`config.mk`:
```
export PLATFORM = sky130hd
export DESIGN_NAME = asp_sram_host
export DESIGN_NICKNAME = d
export VERILOG_FILES = /design/src/rtl/asp_pkg.sv /design/src/rtl/asp_sram_host.sv
export VERILOG_INCLUDE_DIRS = /design/src /design/src/rtl
export SDC_FILE = /design/constraint.sdc
export NUM_CORES = 1
export LEC_CHECK = 0
export BUFFER_PORTS_ARGS = -buffer_cell sky130_fd_sc_hd__buf_2
export CAP_MARGIN = 20
export CORE_ASPECT_RATIO = 0.6
export CORE_MARGIN = 4
export CORE_UTILIZATION = 50
export DETAILED_ROUTE_END_ITERATION = 8
export PLACE_DENSITY_LB_ADDON = 0.3
export SYNTH_ARGS = -nofsm -noshare
export SYNTH_HDL_FRONTEND = slang
export SYNTH_SLANG_ARGS = --single-unit
```
`constraint.sdc`:
```
create_clock -name ref_clk -period 5.1 [get_ports ref_clk]
set_input_delay 0.255 -clock ref_clk [delete_from_list [all_inputs] [get_ports ref_clk]]
set_output_delay 0.255 -clock ref_clk [all_outputs]
set_load 0.05 [all_outputs]
```
`src/rtl/asp_map.svh`:
```
// Purpose: timing constants for the byte-wide static memory host port
// Assumes: ref_clk at 50 MHz, period 20 ns
// Notes:   counts derived from printed times, least times round up
`ifndef ASP_MAP_SVH
`define ASP_MAP_SVH
`define ASP_CLK_PERIOD_NS      20
`define ASP_WRITE_PULSE_MIN_NS 35
`define ASP_DATA_SETUP_NS      25
`define ASP_ADDR_TO_VALID_NS   45
`define ASP_DRIVE_TO_VALID_NS  22
`define ASP_PERIOD_MIN_NS      45
`define ASP_TURNAROUND_NS      18
`define ASP_CYC(ns) (((ns) + `ASP_CLK_PERIOD_NS - 1) / `ASP_CLK_PERIOD_NS)
`define ASP_WR_CYC  `ASP_CYC(`ASP_WRITE_PULSE_MIN_NS)
`define ASP_RD_CYC  (`ASP_CYC(`ASP_ADDR_TO_VALID_NS) + 1)
`define ASP_TA_CYC  `ASP_CYC(`ASP_TURNAROUND_NS)
`define ASP_CNT_W   3
`define ASP_ADDR_W  17
`define ASP_DATA_W  8
`endif

```
`src/rtl/asp_pkg.sv`:
```
// Purpose: types for the static memory host port
// Assumes: nothing
// Notes:   constants live in asp_map.svh
package asp_pkg;
  typedef enum logic [2:0] {
    ASP_IDLE  = 3'b000,
    ASP_WRITE = 3'b001,
    ASP_WEND  = 3'b010,
    ASP_READ  = 3'b011,
    ASP_TURN  = 3'b100
  } asp_state_t;
endpackage

```
`src/rtl/asp_sram_host.sv`:
```
// Purpose: host controller driving a 128K x 8 asynchronous static memory
// Assumes: one request at a time, memory answers within printed delays
// Notes:   data pins split into in, out and active-low output enable
`timescale 1ns/1ns
`default_nettype none
`include "asp_map.svh"
module asp_sram_host
  import asp_pkg::*;
(
  input  wire logic                     ref_clk,
  input  wire logic                     reset_n,
  input  wire logic                     reqValid,
  output logic                          reqReady,
  input  wire logic                     reqWrite,
  input  wire logic [`ASP_ADDR_W-1:0]   reqAddr,
  input  wire logic [`ASP_DATA_W-1:0]   reqWdata,
  output logic                          rdValid,
  output logic [`ASP_DATA_W-1:0]        rdData,
  input  wire logic                     retainReq,
  output logic                          retainOk,
  output logic [`ASP_ADDR_W-1:0]        memAddr,
  output logic                          select_low_active_n,
  output logic                          select_high_active,
  output logic                          memWe_n,
  output logic                          memOe_n,
  input  wire logic [`ASP_DATA_W-1:0]   memDataIn,
  output logic [`ASP_DATA_W-1:0]        memDataOut,
  output logic                          memDataOe_n
);
  // ******************************************
  // state and counters
  // ******************************************
  asp_state_t                   state_q, state_d;
  logic [`ASP_CNT_W-1:0]        cnt_q, cnt_d;
  logic [`ASP_ADDR_W-1:0]       addr_q;
  logic [`ASP_DATA_W-1:0]       wdata_q;
  logic [`ASP_DATA_W-1:0]       rdData_q;
  logic                         rdValid_q;
  logic                         sel_q, we_q, oe_q, drv_q;

  // a state is left on the edge after the count reaches zero, so a
  // phase of N cycles loads N-1; loading N would stretch every phase
  localparam logic [`ASP_CNT_W-1:0] WR_CNT = `ASP_CNT_W'(`ASP_WR_CYC - 1);
  localparam logic [`ASP_CNT_W-1:0] RD_CNT = `ASP_CNT_W'(`ASP_RD_CYC - 1);
  localparam logic [`ASP_CNT_W-1:0] TA_CNT = `ASP_CNT_W'(`ASP_TA_CYC - 1);

  wire cntDone  = (cnt_q == '0);
  wire idleFree = (state_q == ASP_IDLE);
  wire accept   = idleFree && reqValid && !retainReq;

  // ******************************************
  // sequencing
  // ******************************************
  // address and data are latched on the same edge that asserts select and strobe
  // and stay fixed the whole access, so hold past the end is met but there is no set-up before start
  always_comb begin
    state_d = state_q;
    cnt_d   = cntDone ? cnt_q : cnt_q - `ASP_CNT_W'(1);
    case (state_q)
      ASP_IDLE: begin
        if (accept) begin
          state_d = reqWrite ? ASP_WRITE : ASP_READ;
          cnt_d   = reqWrite ? WR_CNT : RD_CNT;
        end
      end
      ASP_WRITE: begin
        // strobe low 2 cycles (40 ns) covers pulse and data set-up
        if (cntDone) begin
          state_d = ASP_WEND;
        end
      end
      ASP_WEND: begin
        // one idle cycle holds data past the strobe edge, period 80 ns with the IDLE cycle
        state_d = ASP_IDLE;
      end
      ASP_READ: begin
        if (cntDone) begin
          state_d = ASP_TURN;
          cnt_d   = TA_CNT;
        end
      end
      ASP_TURN: begin
        // memory output may linger after deselect; wait before driving
        if (cntDone) begin
          state_d = ASP_IDLE;
        end
      end
      default: state_d = ASP_IDLE;
    endcase
  end

  always_ff @(posedge ref_clk or negedge reset_n) begin
    if (!reset_n) begin
      state_q <= ASP_IDLE;
      cnt_q   <= '0;
    end else begin
      state_q <= state_d;
      cnt_q   <= cnt_d;
    end
  end

  always_ff @(posedge ref_clk or negedge reset_n) begin
    if (!reset_n) begin
      addr_q  <= '0;
      wdata_q <= '0;
    end else if (accept) begin
      addr_q  <= reqAddr;
      wdata_q <= reqWdata;
    end
  end

  // ******************************************
  // pin drive
  // ******************************************
  wire selNext = (state_d == ASP_WRITE) || (state_d == ASP_READ);
  wire weNext  = (state_d == ASP_WRITE);
  wire oeNext  = (state_d == ASP_READ);
  // host drives data only during write phases, never while reading
  wire drvNext = (state_d == ASP_WRITE) || (state_d == ASP_WEND);

  always_ff @(posedge ref_clk or negedge reset_n) begin
    if (!reset_n) begin
      sel_q <= 1'b0;
      we_q  <= 1'b0;
      oe_q  <= 1'b0;
      drv_q <= 1'b0;
    end else begin
      sel_q <= selNext;
      we_q  <= weNext;
      oe_q  <= oeNext;
      drv_q <= drvNext;
    end
  end

  // select and strobe fall together so memory never drives before write
  assign select_low_active_n = !sel_q;
  assign select_high_active  = sel_q;
  assign memWe_n             = !we_q;
  assign memOe_n             = !oe_q;
  assign memAddr             = addr_q;
  assign memDataOut          = wdata_q;
  assign memDataOe_n         = !drv_q;

  // ******************************************
  // read capture
  // ******************************************
  // memory data is held steady by then; no synchroniser needed
  wire rdCapture = (state_q == ASP_READ) && cntDone;

  always_ff @(posedge ref_clk or negedge reset_n) begin
    if (!reset_n) begin
      rdData_q  <= '0;
      rdValid_q <= 1'b0;
    end else begin
      rdValid_q <= rdCapture;
      if (rdCapture) begin
        rdData_q <= memDataIn;
      end
    end
  end

  assign rdData   = rdData_q;
  assign rdValid  = rdValid_q;
  assign reqReady = idleFree && !retainReq;
  assign retainOk = idleFree && !sel_q;

  // ******************************************
  // checks
  // ******************************************
  AST_WE_INSIDE_SEL: assert property (@(posedge ref_clk) disable iff (!reset_n)
    !memWe_n |-> !select_low_active_n && select_high_active)
    else $error("write strobe outside select");
  AST_SEL_PAIR: assert property (@(posedge ref_clk) disable iff (!reset_n)
    select_high_active == !select_low_active_n)
    else $error("select pins disagree");
  AST_WE_PULSE: assert property (@(posedge ref_clk) disable iff (!reset_n)
    $fell(memWe_n) |-> !memWe_n [*2] ##1 memWe_n)
    else $error("write pulse not two cycles");
  AST_DATA_HOLD: assert property (@(posedge ref_clk) disable iff (!reset_n)
    $rose(memWe_n) |-> !memDataOe_n && $stable(memDataOut))
    else $error("write data not held past strobe");
  AST_ADDR_HOLD: assert property (@(posedge ref_clk) disable iff (!reset_n)
    !select_low_active_n && !$past(select_low_active_n)
      |-> $stable(memAddr))
    else $error("address moved during access");
  AST_NO_CLASH: assert property (@(posedge ref_clk) disable iff (!reset_n)
    !memOe_n |-> memDataOe_n)
    else $error("host drives while memory output on");
  AST_READ_LEN: assert property (@(posedge ref_clk) disable iff (!reset_n)
    $fell(memOe_n) |-> !memOe_n [*4] ##1 rdValid)
    else $error("read data taken too early");
  AST_RETAIN: assert property (@(posedge ref_clk) disable iff (!reset_n)
    retainOk && retainReq |=> select_low_active_n && retainOk)
    else $error("retention while selected");
endmodule // asp_sram_host
`default_nettype wire

```
==> run metrics <==
global-route wire length before repair roughly 6300 um; die height 54.5 um; post-synthesis sequential area ratio 0.610; initial antenna violation count 0; vias per cell 4.81; Die Span X 85.6 um; Cell Rows 16; Routed Wire Length between 3000 and 4000 um; max incr delay on CP a little under 0.9 ns; routability cong. 0.823; via count 1449; hpwl dp 2890 um; syn_area_per_cell approximately 10 sq um; CP bufs+invs 0; fin. max-slew vios 0; Final Hold Fails 0; starting density of the core 0.537; Critical Path Fanout Max 28; CP required approximately 5.3 ns; Final Cycle Share 0.423; first drt pass iteration count 4; Mapped Nets between 200 and 250; Crit. End Element register; reg2reg path depth 4; vias in the first global route 1424; DRC viols 0; post-CTS sizing 0; Global Route Usage Sum 0.181; layout cells sized above 1 0.375; CTS tree built; Slew HR 0.292; critical path class reg -> reg; Hold Crit Class in -> async; r2r startpoint state_q[0]; Slew @ Worst Pin ~1.1 ns; Synth Cell Area ~0.0018 sq mm; worst reg2reg path endpoint cnt_q[1]; Critical Path Start Type register; largest family of logic cells by synthesized area simple AND/OR/NAND/NOR gates; Reg clk slew, reported paths about 0.08 ns; cts-stage hold buffer count 0; Max-Cap Viols 0; antenna cells 0; core area ~0.0034 sq mm; largest net degree at the start of global routing 45; sum of negative setup slack 0 ns; Adder-Cell Fraction of Synth Area 0.0208; Filler Cell Count 277; post-synthesis xor/xnor area fraction 0.00485; Worst Clk Skew 0.00534 ns; H-tree depth 2; FF-to-FF setup slack 2.94 ns; Tmin final around 2.2 ns; clock sink total 44; Port Buf Inserts 78; Max Freq 464 MHz; final setup fails 0; post-synthesis mux area share 0.0554; Die ar. approximately 0.0047 sq mm; status finished, final reports clean; total global routing overflow 0; WP depth 4; Total Nets Final 297; Syn Inst Count between 150 and 200; RSZ-0062 raised after global routing false; flop and latch count out of synthesis 44; average wire per standard cell between 10 and 15 um; Worst Path Arrival 2.37 ns; Layout area overhead 26.4%; Main synth FF type dfrtp_1; EDFF count, synth 0; setup bufs post-CTS 0; Synth Area in Compound Gates 0.0367; Max stage delay cell, worst path nor3b_4; DR iter-0 viols 84; Max Root-Sink Buffers 2; Num CTS Buffers 5; Async S/R FF share, synth 1.00; Post-Synth Simple-Gate Area 0.225; Worst-Skew Late Latency 0.28 ns; I/O pins 79; Clock Root Buffer clkbuf_8; ANT nets after route 0; CP cell instances or3_4, nor3b_4, o21ai_0, o21ai_1; CP delay by family, top simple AND/OR/NAND/NOR gates; Synth Warn # 0; Yosys cell types 26
==> flip-flops by register name, summed over array words and instances (netlist names) <==
signal,cells
cnt_q,3
drv_q,1
memAddr,17
rdValid,1
oe_q,1
we_q,1
select_high_active,1
rdData,8
state_q,3
memDataOut,8
==> layout by cell type, fill, tap and decap left out, types with 2 or more instances in the layout <==
master and count:
nand2_1 79, buf_2 78, dfrtp_1 44, inv_1 10
mux2_2 8, nor2_1 5, clkbuf_8 5, o21ai_0 4
ha_1 3, nor3_1 2, a31oi_1 2
==> final cells by class <==
class | count | area [sq um] | area share
sequential | 44 | 1100 | 0.482
multi-input combinational | 117 | 619 | 0.271
timing repair buffer | 78 | 390 | 0.171
clock buffer | 6 | 72.6 | 0.0318
tap | 45 | 56.3 | 0.0247
inverter | 10 | 37.5 | 0.0164
clock inverter | 1 | 5.00 | 0.00219
==> worst reg2reg max path, cell delays in order, from the launching register on <==
cell and delay, ns:
dfrtp_1 0.45, or3_4 0.43, nor3b_4 0.89, o21ai_0 0.21, o21ai_1 0.11
==> layer usage <==
| layer | vias up | GRT usage | wire, um |
|---|---|---|---|
| met2 | 55 | 0.284 | 1800 |
| met4 | 0 | 0.0816 | 49 |
| li1 | 710 | - | - |
| met5 | - | 0 | 0 |
| met1 | 677 | 0.240 | 1780 |
| met3 | 7 | 0.0496 | 298 |
==> synthesized netlist by cell type, types with 2 or more instances <==
library cell / number / area, sq um
nor2_1: 5 / 18.8
buf_2: 2 / 10.0
ha_1: 3 / 37.5
nand2_1: 79 / 297
inv_1: 10 / 37.5
mux2_2: 8 / 90.1
buf_6: 3 / 33.8
dfrtp_1: 44 / 1100
nor3_1: 2 / 10.0
a31oi_1: 2 / 12.5
o21ai_0: 4 / 20.0
==> per-stage QoR <==
step,setup WS (ns),cell area [sq um],std cells,hold slack (ns),util
floorplan,3.35,1810,177,-0.0406,-
global placement,3.01,2200,294,0.444,0.656
detailed placement,2.97,2200,294,0.443,0.656
CTS,2.94,2280,301,0.117,0.679
global route,2.79,2280,301,0.141,0.679
finish,2.94,2280,301,0.0909,0.679
==> worst max-delay path by stage <==
stage          slack (ns)        to       start
2_1_floorplan        3.35  reqReady  state_q[2]
3_3_place_gp         3.01  cnt_q[1]  state_q[1]
3_5_place_dp         2.97  cnt_q[1]  state_q[1]
4_1_cts              2.94  cnt_q[1]  state_q[1]
5_1_grt              2.79  cnt_q[1]  state_q[1]
6_report             2.94  cnt_q[1]  state_q[0]
==> cell families (layout without fill, tap and decap cells) <==
group,count (synthesis),count (layout)
and+or+nand+nor,93,93
DFF,44,44
buffers and inverters,16,95
AOI/OAI and AO/OA,11,11
muxes,9,9
adders and majority gates,3,3
xor gates and xnor gates,1,1
Power is not shown: default switching activity piles up to over one toggle a cycle in this logic, so the estimate is an artifact.
